$ cat config.mk
export PLATFORM = sky130hd
export DESIGN_NAME = lpm_controller
export DESIGN_NICKNAME = d
export VERILOG_FILES = /design/src/shared/lpm_pkg.sv /design/src/lpm_controller.sv /design/src/lpm_wake_timer.sv
export SDC_FILE = /design/constraint.sdc
export NUM_CORES = 1
export LEC_CHECK = 0
export ABC_AREA = 1
export BUFFER_PORTS_ARGS = -buffer_cell sky130_fd_sc_hd__buf_2
export CORE_ASPECT_RATIO = 0.75
export CORE_MARGIN = 1
export CORE_UTILIZATION = 48
export CTS_CLUSTER_SIZE = 20
export DETAILED_ROUTE_END_ITERATION = 7
export PLACE_DENSITY_LB_ADDON = 0.2
export REMOVE_ABC_BUFFERS = 1
export SLEW_MARGIN = 25
export SYNTH_ARGS = -nofsm -noshare
export SYNTH_HDL_FRONTEND = slang
export SYNTH_HIERARCHICAL = 1
export SYNTH_SLANG_ARGS = --single-unit
$ cat constraint.sdc
create_clock -name sys_clk -period 1.77 [get_ports sys_clk]
set_input_delay 0.2655 -clock sys_clk [delete_from_list [all_inputs] [get_ports sys_clk]]
set_output_delay 0.2655 -clock sys_clk [all_outputs]
set_load 0.02 [all_outputs]
$ cat src/shared/lpm_pkg.sv
// package for the low-power mode controller: constants, types, register map
package lpm_pkg;

  localparam int unsigned clk_mhz = 40;
  // wake latency limits, in processor clock cycles (sleep) and us (stop/standby)
  localparam int unsigned sleep_wake_cyc = 6;
  localparam int unsigned sleep_flash_wake_cyc = 50;
  localparam int unsigned stop_mr_us = 15;
  localparam int unsigned stop_lpr_us = 28;
  localparam int unsigned stop_mr_fdp_us = 115;
  localparam int unsigned stop_lpr_fdp_us = 120;
  localparam int unsigned stop_mr_ud_us = 140;
  localparam int unsigned stop_lpr_ud_us = 128;
  localparam int unsigned standby_us = 400;
  // limit times convert exactly to whole cycles at clk_mhz cycles per us
  localparam int unsigned stop_mr_cyc = stop_mr_us * clk_mhz;
  localparam int unsigned stop_lpr_cyc = stop_lpr_us * clk_mhz;
  localparam int unsigned stop_mr_fdp_cyc = stop_mr_fdp_us * clk_mhz;
  localparam int unsigned stop_lpr_fdp_cyc = stop_lpr_fdp_us * clk_mhz;
  localparam int unsigned stop_mr_ud_cyc = stop_mr_ud_us * clk_mhz;
  localparam int unsigned stop_lpr_ud_cyc = stop_lpr_ud_us * clk_mhz;
  localparam int unsigned standby_cyc = standby_us * clk_mhz;
  // internal settle and reset-sequence lengths used inside the limits
  localparam int unsigned sleep_resume_cyc = 2;
  localparam int unsigned flash_wake_cyc = 40;
  localparam int unsigned osc_settle_cyc = 400;
  localparam int unsigned reg_ud_settle_cyc = 3200;
  localparam int unsigned fdp_settle_cyc = 3600;
  localparam int unsigned reset_seq_cyc = 12000;

  localparam int unsigned ext_lines = 16;
  localparam int unsigned cnt_w = 16;

  // register map (word offsets)
  localparam logic [3:0] reg_ctrl = 4'h0;
  localparam logic [3:0] reg_status = 4'h1;
  localparam logic [3:0] reg_line_en = 4'h2;
  localparam logic [3:0] reg_irq_status = 4'h3;
  localparam logic [3:0] reg_irq_mask = 4'h4;
  localparam logic [3:0] reg_cmd = 4'h5;

  // ctrl fields
  localparam int unsigned ctrl_lpr_bit = 0;
  localparam int unsigned ctrl_ud_bit = 1;
  localparam int unsigned ctrl_fdp_bit = 2;
  localparam logic [31:0] ctrl_reset = 32'h0000_0000;
  // line enable: 16 external lines, then voltage detector, rtc, usb
  localparam int unsigned en_vdet_bit = 16;
  localparam int unsigned en_rtc_bit = 17;
  localparam int unsigned en_usb_bit = 18;
  localparam logic [31:0] line_en_reset = 32'h0000_0000;
  // cmd codes written to reg_cmd
  localparam logic [1:0] cmd_sleep = 2'h1;
  localparam logic [1:0] cmd_stop = 2'h2;
  localparam logic [1:0] cmd_standby = 2'h3;
  // interrupt status bits
  localparam int unsigned irq_w = 4;
  localparam int unsigned irq_wake_sleep = 0;
  localparam int unsigned irq_wake_stop = 1;
  localparam int unsigned irq_wake_standby = 2;
  localparam int unsigned irq_standby_refused = 3;

  typedef enum logic [2:0] {
    lpm_run, lpm_sleep, lpm_stop, lpm_standby, lpm_wake, lpm_reset_seq
  } lpm_state_type;

  typedef struct packed {
    logic cpu_clk_en;
    logic core_clk_en;
    logic pll_en;
    logic internal_rc_oscillator_en;
    logic external_crystal_oscillator_en;
    logic regulator_on;
    logic low_power_regulator_sel;
    logic under_drive;
    logic flash_deep_pd;
    logic core_reset_n;
  } lpm_power_ctl_type;

  typedef struct packed {
    logic [ext_lines-1:0] external_interrupt_line;
    logic voltage_detector_output;
    logic rtc_event;
    logic usb_wake;
  } lpm_wake_src_type;

endpackage : lpm_pkg

$ cat src/lpm_controller.sv
// low-power mode controller: sleep, stop and standby sequencing with wake timing
//
// The register offsets and the address-and-strobe port were left to the implementer.

// Function
// - sleep stops only processor clock, any event wakes
// - sleep wake within 6 processor cycles
// - sleep with flash powered down: 50 cycles
// - stop gates core clocks, pll, oscillators off
// - stop regulator main or low-power, normal/under-drive
// - enabled external interrupt lines end stop
// - stop normal wake: 15 us main, 28 low-power
// - stop flash powered down: 115 / 120 us
// - stop under-drive wake: 140 / 128 us
// - standby turns regulator, core, clocks off
// - standby exits on reset, watchdog, wake pin, rtc
// - no standby while regulator bypassed
// - standby wake within 400 us
// - backup domain moves to battery without main supply
module lpm_controller #(
  parameter int unsigned stop_mr_limit = lpm_pkg::stop_mr_cyc,
  parameter int unsigned stop_lpr_limit = lpm_pkg::stop_lpr_cyc,
  parameter int unsigned stop_mr_fdp_limit = lpm_pkg::stop_mr_fdp_cyc,
  parameter int unsigned stop_lpr_fdp_limit = lpm_pkg::stop_lpr_fdp_cyc,
  parameter int unsigned stop_mr_ud_limit = lpm_pkg::stop_mr_ud_cyc,
  parameter int unsigned stop_lpr_ud_limit = lpm_pkg::stop_lpr_ud_cyc,
  parameter int unsigned standby_limit = lpm_pkg::standby_cyc,
  parameter int unsigned osc_settle = lpm_pkg::osc_settle_cyc,
  parameter int unsigned reg_ud_settle = lpm_pkg::reg_ud_settle_cyc,
  parameter int unsigned fdp_settle = lpm_pkg::fdp_settle_cyc,
  parameter int unsigned reset_seq = lpm_pkg::reset_seq_cyc
) (
  // clock and reset
  input wire logic sys_clk,
  input wire logic reset_n,
  // register port
  input wire logic [3:0] reg_addr,
  input wire logic [31:0] reg_wdata,
  input wire logic reg_wr,
  input wire logic reg_rd,
  output logic [31:0] reg_rdata,
  output logic irq,
  // wake sources
  input wire logic cpu_event,
  input wire lpm_pkg::lpm_wake_src_type wake_src,
  input wire logic reset_pin_n,
  input wire logic independent_watchdog,
  input wire logic wake_pin,
  input wire logic rtc_standby_event,
  // supply status
  input wire logic regulator_bypass,
  input wire logic main_supply_ok,
  // power and clock controls
  output lpm_pkg::lpm_power_ctl_type power_ctl,
  output logic backup_on_battery,
  output logic cpu_fetch_en
);

  lpm_pkg::lpm_state_type state;
  lpm_pkg::lpm_state_type next_state;
  logic [31:0] ctrl;
  logic [31:0] line_en;
  logic [lpm_pkg::irq_w-1:0] irq_status;
  logic [lpm_pkg::irq_w-1:0] irq_mask;
  logic [lpm_pkg::irq_w-1:0] irq_set;
  logic [1:0] wake_from;
  logic wake_pin_q;
  logic stop_wake;
  logic standby_wake;
  logic [lpm_pkg::cnt_w-1:0] wake_load;
  logic timer_load;
  logic timer_done;
  logic timer_running;
  logic [31:0] rd_mux;
  logic cmd_wr;
  logic [1:0] cmd;

  assign cmd_wr = reg_wr && (reg_addr == lpm_pkg::reg_cmd);
  assign cmd = reg_wdata[1:0];

  // enabled lines only; the 16 external lines plus internal sources
  always_comb
  begin
    stop_wake = |(wake_src.external_interrupt_line & line_en[lpm_pkg::ext_lines-1:0]);
    stop_wake = stop_wake
      || (wake_src.voltage_detector_output && line_en[lpm_pkg::en_vdet_bit])
      || (wake_src.rtc_event && line_en[lpm_pkg::en_rtc_bit])
      || (wake_src.usb_wake && line_en[lpm_pkg::en_usb_bit]);
  end

  // rising edge only on the wake pin; other sources are levels or pulses
  always_ff @(posedge sys_clk)
  begin
    if (!reset_n)
      wake_pin_q <= 1'b0;
    else
      wake_pin_q <= wake_pin;
  end

  assign standby_wake = !reset_pin_n || independent_watchdog
    || (wake_pin && !wake_pin_q) || rtc_standby_event;

  // each wake phase is given a settle time well inside its latency limit
  always_comb
  begin
    wake_load = lpm_pkg::cnt_w'(lpm_pkg::sleep_resume_cyc);
    if (state == lpm_pkg::lpm_sleep && ctrl[lpm_pkg::ctrl_fdp_bit])
      wake_load = lpm_pkg::cnt_w'(lpm_pkg::flash_wake_cyc);
    else if (state == lpm_pkg::lpm_stop)
    begin
      if (ctrl[lpm_pkg::ctrl_ud_bit])
        wake_load = lpm_pkg::cnt_w'(reg_ud_settle);
      else if (ctrl[lpm_pkg::ctrl_fdp_bit])
        wake_load = lpm_pkg::cnt_w'(fdp_settle);
      else
        wake_load = lpm_pkg::cnt_w'(osc_settle);
    end
    else if (state == lpm_pkg::lpm_standby)
      wake_load = lpm_pkg::cnt_w'(reset_seq);
  end

  always_comb
  begin
    next_state = state;
    timer_load = 1'b0;
    case (state)
      lpm_pkg::lpm_run:
        if (cmd_wr && cmd == lpm_pkg::cmd_sleep)
          next_state = lpm_pkg::lpm_sleep;
        else if (cmd_wr && cmd == lpm_pkg::cmd_stop)
          next_state = lpm_pkg::lpm_stop;
        else if (cmd_wr && cmd == lpm_pkg::cmd_standby && !regulator_bypass)
          next_state = lpm_pkg::lpm_standby;
      lpm_pkg::lpm_sleep:
        if (cpu_event || stop_wake)
        begin
          next_state = lpm_pkg::lpm_wake;
          timer_load = 1'b1;
        end
      lpm_pkg::lpm_stop:
        if (stop_wake)
        begin
          next_state = lpm_pkg::lpm_wake;
          timer_load = 1'b1;
        end
      lpm_pkg::lpm_standby:
        if (standby_wake)
        begin
          next_state = lpm_pkg::lpm_reset_seq;
          timer_load = 1'b1;
        end
      lpm_pkg::lpm_wake,
      lpm_pkg::lpm_reset_seq:
        if (timer_done)
          next_state = lpm_pkg::lpm_run;
      default:
        next_state = lpm_pkg::lpm_run;
    endcase
  end

  always_ff @(posedge sys_clk)
  begin
    if (!reset_n)
      state <= lpm_pkg::lpm_run;
    else
      state <= next_state;
  end

  // remember which mode the wake came from for the interrupt report
  always_ff @(posedge sys_clk)
  begin
    if (!reset_n)
      wake_from <= 2'h0;
    else if (timer_load)
      wake_from <= (state == lpm_pkg::lpm_sleep) ? lpm_pkg::cmd_sleep
        : (state == lpm_pkg::lpm_stop) ? lpm_pkg::cmd_stop : lpm_pkg::cmd_standby;
  end

  lpm_wake_timer #(
    .width(lpm_pkg::cnt_w)
  ) u_wake_timer (
    .sys_clk(sys_clk),
    .reset_n(reset_n),
    .load(timer_load),
    .load_value(wake_load),
    .running(timer_running),
    .done(timer_done)
  );

  // power controls follow the state; the core keeps power in stop (retention)
  always_ff @(posedge sys_clk)
  begin
    if (!reset_n)
    begin
      power_ctl <= '{cpu_clk_en: 1'b1, core_clk_en: 1'b1, pll_en: 1'b1,
        internal_rc_oscillator_en: 1'b1, external_crystal_oscillator_en: 1'b1,
        regulator_on: 1'b1, low_power_regulator_sel: 1'b0, under_drive: 1'b0,
        flash_deep_pd: 1'b0, core_reset_n: 1'b1};
    end
    else
    begin
      power_ctl.cpu_clk_en <= (next_state == lpm_pkg::lpm_run);
      power_ctl.core_clk_en <= (next_state != lpm_pkg::lpm_stop)
        && (next_state != lpm_pkg::lpm_standby);
      power_ctl.pll_en <= (next_state != lpm_pkg::lpm_stop)
        && (next_state != lpm_pkg::lpm_standby);
      power_ctl.internal_rc_oscillator_en <= (next_state != lpm_pkg::lpm_stop)
        && (next_state != lpm_pkg::lpm_standby);
      power_ctl.external_crystal_oscillator_en <= (next_state != lpm_pkg::lpm_stop)
        && (next_state != lpm_pkg::lpm_standby);
      power_ctl.regulator_on <= (next_state != lpm_pkg::lpm_standby);
      power_ctl.low_power_regulator_sel <= (next_state == lpm_pkg::lpm_stop)
        && ctrl[lpm_pkg::ctrl_lpr_bit];
      power_ctl.under_drive <= (next_state == lpm_pkg::lpm_stop)
        && ctrl[lpm_pkg::ctrl_ud_bit];
      // under-drive forces the flash into deep power-down
      power_ctl.flash_deep_pd <= ((next_state == lpm_pkg::lpm_sleep)
        || (next_state == lpm_pkg::lpm_stop))
        && (ctrl[lpm_pkg::ctrl_fdp_bit] || (next_state == lpm_pkg::lpm_stop
        && ctrl[lpm_pkg::ctrl_ud_bit]));
      power_ctl.core_reset_n <= (next_state != lpm_pkg::lpm_standby)
        && (next_state != lpm_pkg::lpm_reset_seq);
    end
  end

  always_ff @(posedge sys_clk)
  begin
    if (!reset_n)
      cpu_fetch_en <= 1'b1;
    else
      cpu_fetch_en <= (next_state == lpm_pkg::lpm_run);
  end

  always_ff @(posedge sys_clk)
  begin
    if (!reset_n)
      backup_on_battery <= 1'b0;
    else
      backup_on_battery <= !main_supply_ok;
  end

  // configuration registers; core-domain state is lost in standby
  always_ff @(posedge sys_clk)
  begin
    if (!reset_n || state == lpm_pkg::lpm_reset_seq)
    begin
      ctrl <= lpm_pkg::ctrl_reset;
      line_en <= lpm_pkg::line_en_reset;
      irq_mask <= '0;
    end
    else if (reg_wr)
    begin
      if (reg_addr == lpm_pkg::reg_ctrl)
        ctrl <= reg_wdata & 32'h0000_0007;
      if (reg_addr == lpm_pkg::reg_line_en)
        line_en <= reg_wdata & 32'h0007_ffff;
      if (reg_addr == lpm_pkg::reg_irq_mask)
        irq_mask <= reg_wdata[lpm_pkg::irq_w-1:0];
    end
  end

  always_comb
  begin
    irq_set = '0;
    irq_set[lpm_pkg::irq_wake_sleep] = timer_done && wake_from == lpm_pkg::cmd_sleep;
    irq_set[lpm_pkg::irq_wake_stop] = timer_done && wake_from == lpm_pkg::cmd_stop;
    irq_set[lpm_pkg::irq_wake_standby] = timer_done && wake_from == lpm_pkg::cmd_standby;
    irq_set[lpm_pkg::irq_standby_refused] = cmd_wr && cmd == lpm_pkg::cmd_standby
      && regulator_bypass && state == lpm_pkg::lpm_run;
  end

  // read clears status, but a set in the same cycle wins
  always_ff @(posedge sys_clk)
  begin
    if (!reset_n)
      irq_status <= '0;
    else if (reg_rd && reg_addr == lpm_pkg::reg_irq_status)
      irq_status <= irq_set;
    else
      irq_status <= irq_status | irq_set;
  end

  assign irq = |(irq_status & irq_mask);

  always_comb
  begin
    case (reg_addr)
      lpm_pkg::reg_ctrl: rd_mux = ctrl;
      lpm_pkg::reg_status: rd_mux = {25'h0, backup_on_battery, timer_running,
        regulator_bypass, 1'b0, state};
      lpm_pkg::reg_line_en: rd_mux = line_en;
      lpm_pkg::reg_irq_status: rd_mux = {28'h0, irq_status};
      lpm_pkg::reg_irq_mask: rd_mux = {28'h0, irq_mask};
      default: rd_mux = 32'h0000_0000;
    endcase
  end

  always_ff @(posedge sys_clk)
  begin
    if (!reset_n)
      reg_rdata <= 32'h0000_0000;
    else if (reg_rd)
      reg_rdata <= rd_mux;
    else
      reg_rdata <= 32'h0000_0000;
  end

endmodule : lpm_controller

$ cat src/lpm_wake_timer.sv
// down counter that times a wake-up phase and reports when it expires
module lpm_wake_timer #(
  parameter int unsigned width = 16
) (
  // clock and reset
  input wire logic sys_clk,
  input wire logic reset_n,
  // control
  input wire logic load,
  input wire logic [width-1:0] load_value,
  // status
  output logic running,
  output logic done
);

  logic [width-1:0] count;

  always_ff @(posedge sys_clk)
  begin
    if (!reset_n)
      count <= '0;
    else if (load)
      count <= load_value;
    else if (count != '0)
      count <= count - 1'b1;
  end

  always_ff @(posedge sys_clk)
  begin
    if (!reset_n)
      done <= 1'b0;
    else
      done <= !load && (count == {{(width-1){1'b0}}, 1'b1});
  end

  assign running = (count != '0);

endmodule : lpm_wake_timer

==> qor.csv, run 1 <==
metric,value,unit
fill_cells,729,
slew_headroom,60.8,%
grt_pass1_wl,16900,um
hold_ws,0.0851,ns
worst_pin_slew,0.587,ns
clock_latency,0.33,ns
die-area,8840,sq um
syn_area,4060,sq um
io_buffers,84,
grtUsageTotal,25.0,%
worstPathArrival,1.94,ns
rows,28,
die_h,81.7,um
synth_commonest_cells,"140 x nand2_1, 80 x dfxtp_1, 72 x inv_1, 72 x nor2_1, 40 x nand3_1",
min_path_type,input pin to flip-flop,
fin_ws,0.0903,ns
yosysMostFrequentCell,nand2_1,
initial_core_util,50.4,%
clockBufferDepth,2,
swShare,37.3,%
seqCellArea,1610,sq um
syn_area_per_cell,7.00,sq um
path_max_fanout,8,
ctsHoldBuffers,0,
ys_seq_elements,80,
drt_pre_antenna_iters,4,
synth-edff-count,0,
gr-total-overflow,0,
via_per_inst,5.04,
syn_to_final_growth,25.1,%
cts.sinks,80,
setup_violations,0,
n_antenna_cell,0,
critPathKind,flip-flop to flip-flop,
finalHoldViolations,0,
status,"complete, no violations",
end_kind,flip-flop,
yosys_warnings,6,
highest_layer,met4,
grt_max_degree,34,
ys_seq_area_share,39.4,%
routabilityCongestion,0.879,
fin_worst_skew,0.00642,ns
pwr-share-comb,37.2,%
synthArstFlopShare,0,%
routedLengthMet1,5180,um
final_nets,756,
min_period,1.68,ns
rsz0062_at_grt,true,
cts_buffers,9,
num_io_pins,111,
drive_above_1_share,27.6,%
first_iter_violations,187,
drv_slew,0,
drc_errors,0,
dpl.hpwl,7790,um
synth_area_leaders,"dfxtp_1 39%, nand2_1 13%, inv_1 6.7%, nor2_1 6.7%, nand3_1 4.9%",
coreArea,8060,sq um
multiInputGateArea,2080,sq um
cts_tree,done,
startpoint_type,flip-flop,
ys_types,41,
synth_flop_cell,dfxtp_1,
syn_inst,580,
fmax,595,MHz
wl_per_cell,13.1,um
p_leak,2.43,nW
p_int,0.00412,W
power.net_switching,0.00245,W
period_share,94.9,%
synth_top_area_cell,dfxtp_1,
wl_met3,804,um
fp.dieW,108,um
ant_nets,0,
htreeDepth,3,
cap_viol_max_count,0,
cts-root-buf,clkbuf_16,
place_ws,-0.130,ns
power_density,1290,nW/um^2
dr_total_vias,4024,
clkTransAtPathRegs,0.06,ns
synth_top_area_share,39.4,%
critPathRequiredTime,2.03,ns
routed_wl,10500,um
seqPwrFrac,33.1,%
peakVddDrop,740,uV
first_global_vias,3557,
p_clk_share,29.7,%
routed-wl-met2,4390,um
antenna_found_initial,0,
[per-stage QoR]
step                area [sq um]  cells  total power [W]  setup TNS, ns  util (%)
global route                5080    798          0.00700         -0.237      63.1
finish                      5080    798          0.00657              0      63.1
floorplan                   3930    566          0.00398          -1.07         -
CTS                         4980    792          0.00649              0      61.9
detailed placement          4640    776          0.00452         -0.938      57.6
global placement            4640    776          0.00446         -0.673      57.6
[layout make-up]
cell class	count	area share (%)
inverters	80	6.06
flip-flops and latches	80	31.7
clock buffers	11	4.58
multi-input cells	406	41.0
clock inverters	5	1.60
well taps	105	2.59
repair buffers	111	12.5
[critical path: stages, from the launching register on]
cell     delay, ns
dfxtp_2       0.33
nand2_1       0.05
nand2_1       0.05
nor2_2        0.14
nand3_2       0.12
o21ai_2       0.18
nand2_1       0.08
nand2_2       0.09
nand2_4       0.07
inv_8         0.09
buf_8         0.12
nand3_1       0.07
nand2_1       0.05
nand2_1       0.05
nor2_1        0.10
[flip-flops by register name (all words and copies together), names as in the netlist]
signal,count
wake_from,2
state,3
irq_mask,4
wake_pin_q,1
power_ctl,6
u_wake_timer/count,16
line_en,19
irq_status,4
u_wake_timer/done,1
reg_rdata,19
backup_on_battery,1
cpu_fetch_en,1
ctrl,3
[routing by layer]
metal,up-vias,GRT usage (%)
li1,2049,-
met1,1811,35.3
met2,154,38.0
met3,10,5.95
met4,0,6.99
met5,-,0
[worst paths after layout]
check	slack (ns)	start	cells after the start	endpoint
worst min-delay path	0.09	main_supply_ok	2	backup_on_battery$_SDFF_PN0_
worst min register to register	0.47	line_en[12]$_SDFFE_PP0P_	2	reg_rdata[12]$_SDFF_PN0_
worst max register to register	0.09	line_en[0]$_SDFFE_PP0P_	14	u_wake_timer/count[10]$_SDFFE_PN0P_
worst max-delay path	0.09	line_en[0]$_SDFFE_PP0P_	14	u_wake_timer/count[10]$_SDFFE_PN0P_
[kinds of logic (layout without fill, tap and decap cells)]
kind of cell,Yosys count,count (layout),share of synthesized area (%)
flops,80,80,39.4
simple gates,313,313,36.4
compound gates,69,69,10.4
buf+inv,111,207,12.3
other cells,1,18,0.0923
xor+xnor,4,4,0.863
fa+ha+maj,2,2,0.616
[placed cells by master, fill, tap and decap left out, types with 7 or more instances in the layout]
cell       netlist  routed
buf_2            8      84
nand4_1          7       7
nor2_2           6      12
a211oi_1        19      19
conb_1           1      18
nor3_1          18      18
dfxtp_1         80      74
a21oi_1         29      29
buf_4           17      25
nand3_1         40      38
nor2_1          72      65
nand2_2         10      16
inv_1           72      71
inv_2            7       7
nand2_1        140     133
clkbuf_16        0       9
[timing repair]
action                     4_1_cts  5_1_grt
setup buffers                    0        6
setup endpoints to repair       11       20
pin swaps                        0       14
resized for setup               10       23
[power by group through the flow]
stage	clock [W]	combinational [W]	sequential, W
floorplan	0	0.00180	0.00218
global placement	0	0.00226	0.00220
detailed placement	0	0.00231	0.00221
CTS	0.00199	0.00233	0.00217
global route	0.00205	0.00275	0.00220
finish	0.00195	0.00244	0.00218
No activity file was read; power rests on OpenSTA's default activity.
==> run 2: changes to the inputs <==
- BUFFER_PORTS_ARGS: -buffer_cell sky130_fd_sc_hd__buf_2 -> unset
- CORE_UTILIZATION: 48 -> 51
- DONT_BUFFER_PORTS: unset -> 1
- SYNTH_HIERARCHICAL: 1 -> unset
==> run 2 against run 1 <==
- via count down 14%
- critical path depth down 2
- worst setup slack worse by 0.032 ns
- non-clock buffer count down 71
- wire length down 8.5%
- hold slack worse by 0.067 ns
- final cell count down 17%
- sequential cell count unchanged
- register-to-register slack worse by 0.03 ns
- design area down 13%
==> qor.csv, run 2 <==
metric,value,unit
final_nets,626,
ys_types,45,
rrSetupSlack,0.06,ns
n_antenna_cell,0,
antenna_found_initial,0,
syn_to_final_growth,16.6,%
syn_area,3770,sq um
routabilityCongestion,0.885,
grt_max_degree,33,
wl_per_cell,14.5,um
cts.sinks,80,
peakVddDrop,547,uV
hold_path_startpoint,wake_pin,
min_path_cells,2,
pwr-share-comb,37.0,%
power.net_switching,0.00200,W
critPathRequiredTime,2.05,ns
cts-root-buf,clkbuf_8,
syn_area_per_cell,7.19,sq um
stdcell_count,661,
slowest_delay,0.32,ns
ff2ff_path_depth,12,
routed_wl,9570,um
drc_errors,0,
setup_violations,0,
final_common_cell,nand2_1,
swShare,37.5,%
fin_worst_skew,0.0113,ns
startpoint_type,flip-flop,
hold_ws,0.0182,ns
first_global_vias,3153,
synth_commonest_cells,"110 x nand2_1, 80 x dfxtp_1, 64 x inv_1",
min_period,1.71,ns
grt_pass1_wl,15000,um
grtUsageTotal,25.0,%
setup-tns-final,0,ns
first_iter_violations,183,
fp.dieW,101,um
dr_total_vias,3472,
p_leak,1.92,nW
die_h,76.5,um
ys_seq_area_share,42.5,%
io_buffers,0,
gr-total-overflow,0,
p_int,0.00333,W
drive_above_1_share,19.5,%
worstPathArrival,1.99,ns
synth_flop_cell,dfxtp_1,
min_path_type,input pin to flip-flop,
critPathKind,flip-flop to flip-flop,
dpl.hpwl,6870,um
syn_inst,524,
power,0.00533,W
clkTransAtPathRegs,0.08,ns
clockBufferDepth,2,
worst_pin_slew,0.670,ns
rr_endpoint,power_ctl[2]$_SDFF_PN0_,
finalHoldViolations,0,
via_per_inst,5.25,
ant_nets,0,
postPlaceCellArea,3990,sq um
clock_latency,0.35,ns
yosys_warnings,0,
min_to,wake_pin_q$_SDFF_PN0_,
slew_headroom,55.2,%
synth-edff-count,0,
cts_buffers,9,
die-area,7740,sq um
design_area,4400,sq um
path_max_fanout,6,
drt_pre_antenna_iters,5,
rsz0062_at_grt,true,
dp_cells,634,
mostFrequentLayoutCells,"101 x nand2_1, 76 x dfxtp_1, 64 x inv_1",
synth_top_area_cell,dfxtp_1,
end_kind,flip-flop,
status,"complete, no violations",
cts_tree,done,
yosysMostFrequentCell,nand2_1,
power_density,1210,nW/um^2
crit_slowest_cell,dfxtp_1,
seqPwrFrac,40.2,%
fmax,584,MHz
ys_seq_elements,80,
p_clk_share,22.8,%
worstReg2RegStart,line_en[10]$_SDFFE_PP0P_,
drv_slew,0,
htreeDepth,3,
synth_area_leaders,"dfxtp_1 42%, nand2_1 11%, inv_1 6.4%, nor2_1 5.8%, a21oi_1 5.3%",
cap_viol_max_count,0,
coreArea,6960,sq um
biggestRegsByFlops,"line_en x19, reg_rdata x19, u_wake_timer.count x16",
num_io_pins,111,
synthArstFlopShare,0,%
initial_core_util,54.2,%
worstPathCellList,"nand2_1, nand2_2, nor2_2, nand2_1, nor2_2, nand2_2, a21oi_4, nand2_4, buf_4, nor3_2, nand3_1, nor2_1",
period_share,96.7,%
rows,26,
synth_top_area_share,42.5,%
[run 2: final cells by class]
class / instances / area, sq um
clock buffers: 11 / 141
clock inverters: 5 / 32.5
fillers: 630 / 2560
inverters: 69 / 267
multi-input cells: 358 / 1870
flip-flops and latches: 80 / 1610
well taps: 98 / 123
repair buffers: 40 / 353
[run 2: per-stage QoR]
| stage | util, % | worst slack (ns) |
|---|---|---|
| 2_1_floorplan | - | -0.145 |
| 3_3_place_gp | 57.3 | 0.0418 |
| 3_5_place_dp | 57.3 | 0.0389 |
| 4_1_cts | 60.1 | 0.0191 |
| 5_1_grt | 63.2 | -0.0865 |
| 6_report | 63.2 | 0.0579 |
[run 2: logic make-up (layout without fill, tap and decap cells)]
group / after synthesis / count (layout) / synth area share (%)
buffers and inverters: 99 / 125 / 12.2
XOR/XNOR: 10 / 10 / 2.32
adder cells (fa/ha/maj): 2 / 2 / 0.664
other: 1 / 13 / 0.0995
AO/OA/AOI/OAI: 85 / 85 / 13.1
flip-flops: 80 / 80 / 42.5
AND/OR/NAND/NOR: 247 / 248 / 29.1
[run 2: metal layers]
layer	global-route usage, %	wire length (um)	vias to the layer above
met1	35.5	4470	1590
met4	4.93	59	0
met5	0	0	-
met2	37.3	4200	150
met3	7.71	841	6
li1	-	-	1726
[run 2: how the worst max path moves through the flow]
stage	slack [ns]	startpoint	cells after the start	end
floorplan	-0.14	reg_addr[3]	6	line_en[0]$_SDFFE_PP0P_
global placement	0.04	line_en[9]$_SDFFE_PP0P_	12	u_wake_timer.count[11]$_SDFFE_PN0P_
detailed placement	0.04	line_en[9]$_SDFFE_PP0P_	12	u_wake_timer.count[3]$_SDFFE_PN0P_
CTS	0.02	line_en[4]$_SDFFE_PP0P_	12	u_wake_timer.count[5]$_SDFFE_PN0P_
global route	-0.09	line_en[10]$_SDFFE_PP0P_	14	u_wake_timer.count[11]$_SDFFE_PN0P_
finish	0.06	line_en[10]$_SDFFE_PP0P_	12	power_ctl[2]$_SDFF_PN0_
[run 2: timing repair]
action                                 in CTS  in global routing
setup endpoints to repair                   0                 23
hold buffers                                2                  0
buffers inserted                            0                  8
gates resized for setup                     0                 45
endpoints found under the hold margin       2                  0
[run 2: worst max-delay path: cells and delay by family, from the launching register on]
family | cells | cell delay, ns
simple gates | 10 | 0.98
buf+inv | 1 | 0.16
flops | 1 | 0.32
compound gates | 1 | 0.19
[run 2: power groups by stage]
stage / logic [W] / registers (W) / clock network [W]
6_report: 0.00198 / 0.00214 / 0.00121
3_3_place_gp: 0.00164 / 0.00217 / 0
4_1_cts: 0.00170 / 0.00213 / 0.00123
2_1_floorplan: 0.00126 / 0.00215 / 0
3_5_place_dp: 0.00168 / 0.00217 / 0
5_1_grt: 0.00219 / 0.00216 / 0.00131
==> run 3: changes to the inputs <==
- BUFFER_PORTS_ARGS: unset -> -buffer_cell sky130_fd_sc_hd__buf_2
- CORE_UTILIZATION: 51 -> 47
- DONT_BUFFER_PORTS: 1 -> unset
==> run 3 against run 2 <==
- power is 10% higher
- clock skew is 0.0054 ns lower
- sequential share of layout area is 3.5 points lower
- largest cell class unchanged
==> qor.csv, run 3 (same netlist as run 2, synthesis figures left out) <==
metric,value,unit
fmax,574,MHz
coreArea,7530,sq um
grt_max_degree,29,
initial_core_util,50.0,%
io_buffers,84,
syn_to_final_growth,28.9,%
antenna_found_initial,0,
startpoint_type,flip-flop,
first_iter_violations,176,
ctsHoldBuffers,0,
grtUsageTotal,24.4,%
critPathRequiredTime,2.02,ns
rsz0062_at_grt,true,
peakVddDrop,568,uV
die_h,79.6,um
clkTransAtPathRegs,0.09,ns
ff2ff_path_depth,12,
min_path_type,input pin to flip-flop,
rrSetupSlack,0.03,ns
cts_tree,done,
dp_cells,723,
crit_top_cell,nand2_2,
power_density,1210,nW/um^2
slowest_delay,0.33,ns
min_path_cells,2,
routed_wl,9910,um
status,"complete, no violations",
final_nets,708,
hold_path_startpoint,main_supply_ok,
stdcell_count,746,
clock_latency,0.36,ns
p_leak,2.30,nW
biggestRegsByFlops,"line_en x19, reg_rdata x19, u_wake_timer.count x16",
min_to,backup_on_battery$_SDFF_PN0_,
cap_viol_max_count,0,
fp.dieW,105,um
setup_violations,0,
ant_nets,0,
setup-tns-final,0,ns
fin_worst_skew,0.00591,ns
rr_endpoint,u_wake_timer.count[6]$_SDFFE_PN0P_,
worstPathCellList,"nand2_1, nand2_1, nor2_4, nand2_2, nor2_4, nand2_2, a21oi_4, nand2_4, nor2_2, inv_1, nand2_2, nor2_1",
worstPathArrival,2.00,ns
routabilityCongestion,0.909,
worstReg2RegStart,line_en[2]$_SDFFE_PP0P_,
rows,27,
dr_total_vias,3724,
seqCellArea,1610,sq um
crit_slowest_cell,dfxtp_2,
drive_above_1_share,29.3,%
cts.sinks,80,
dpl.hpwl,7230,um
drv_slew,0,
multiInputGateArea,1870,sq um
gr-total-overflow,0,
cts_buffers,9,
grt_pass1_wl,15900,um
cts-root-buf,clkbuf_8,
fill_cells,660,
via_per_inst,4.99,
wl_per_cell,13.3,um
drc_errors,0,
mostFrequentLayoutCells,"104 x nand2_1, 84 x buf_2, 76 x dfxtp_1",
end_kind,flip-flop,
htreeDepth,3,
min_period,1.74,ns
drt_pre_antenna_iters,5,
crit_buf_inv,1,
n_antenna_cell,0,
critPathKind,flip-flop to flip-flop,
die-area,8390,sq um
period_share,98.5,%
num_io_pins,111,
cpLargestDelayFamily,simple AND/OR/NAND/NOR gates,
clockBufferDepth,2,
hold_ws,0.0621,ns
path_max_fanout,5,
finalHoldViolations,0,
first_global_vias,3437,
final_common_cell,nand2_1,
run 3: per-layer routing:
layer	up-vias	track usage, %	share of wire, %
met5	-	0	0
met4	0	7.04	1.3
met3	16	5.06	6.1
met2	119	39.6	45
met1	1696	32.8	47
li1	1893	-	-
run 3: worst register-to-register path: stages, from the launching register on:
cell	delay (ns)
dfxtp_2	0.33
nand2_1	0.06
nand2_1	0.08
nor2_4	0.13
nand2_2	0.07
nor2_4	0.12
nand2_2	0.09
a21oi_4	0.24
nand2_4	0.14
nor2_2	0.16
inv_1	0.08
nand2_2	0.09
nor2_1	0.06
run 3: layout make-up:
type / count / share of cell area (%)
Inverter: 69 / 5.59
Multi-Input combinational cell: 358 / 38.4
Timing Repair Buffer: 122 / 15.2
Clock buffer: 9 / 2.55
Tap cell: 101 / 2.60
Clock inverter: 7 / 2.60
Sequential cell: 80 / 33.1
run 3: per-stage QoR:
stage,util [%],total power (W),cell area [sq um],setup WS [ns]
5_1_grt,64.5,0.00623,4860,-0.108
3_5_place_dp,58.8,0.00391,4430,-0.104
2_1_floorplan,-,0.00341,3610,-0.145
4_1_cts,62.3,0.00562,4690,0.00444
6_report,64.5,0.00587,4860,0.0270
3_3_place_gp,58.8,0.00387,4430,-0.116
run 3: report_power, final:
part           internal, W  switching (W)
Clock             0.000957       0.000724
Sequential         0.00198       0.000156
Combinational     0.000833        0.00122
Total              0.00377        0.00210
run 3: how the worst max path moves through the flow:
stage | slack [ns] | endpoint | start | cells after the start
5_1_grt | -0.11 | u_wake_timer.count[6]$_SDFFE_PN0P_ | line_en[17]$_SDFFE_PP0P_ | 12
4_1_cts | 0.004 | u_wake_timer.count[7]$_SDFFE_PN0P_ | line_en[2]$_SDFFE_PP0P_ | 11
2_1_floorplan | -0.14 | line_en[0]$_SDFFE_PP0P_ | reg_addr[3] | 6
3_3_place_gp | -0.12 | u_wake_timer.count[3]$_SDFFE_PN0P_ | wake_src[14] | 13
6_report | 0.03 | u_wake_timer.count[6]$_SDFFE_PN0P_ | line_en[2]$_SDFFE_PP0P_ | 12
3_5_place_dp | -0.10 | u_wake_timer.count[3]$_SDFFE_PN0P_ | wake_src[16] | 13
run 3: repair_timing:
item	in CTS	in global routing
endpoints found under the setup margin	11	22
resized for setup	4	36
pin swaps	0	6
buffers inserted	0	6
gates cloned	0	1
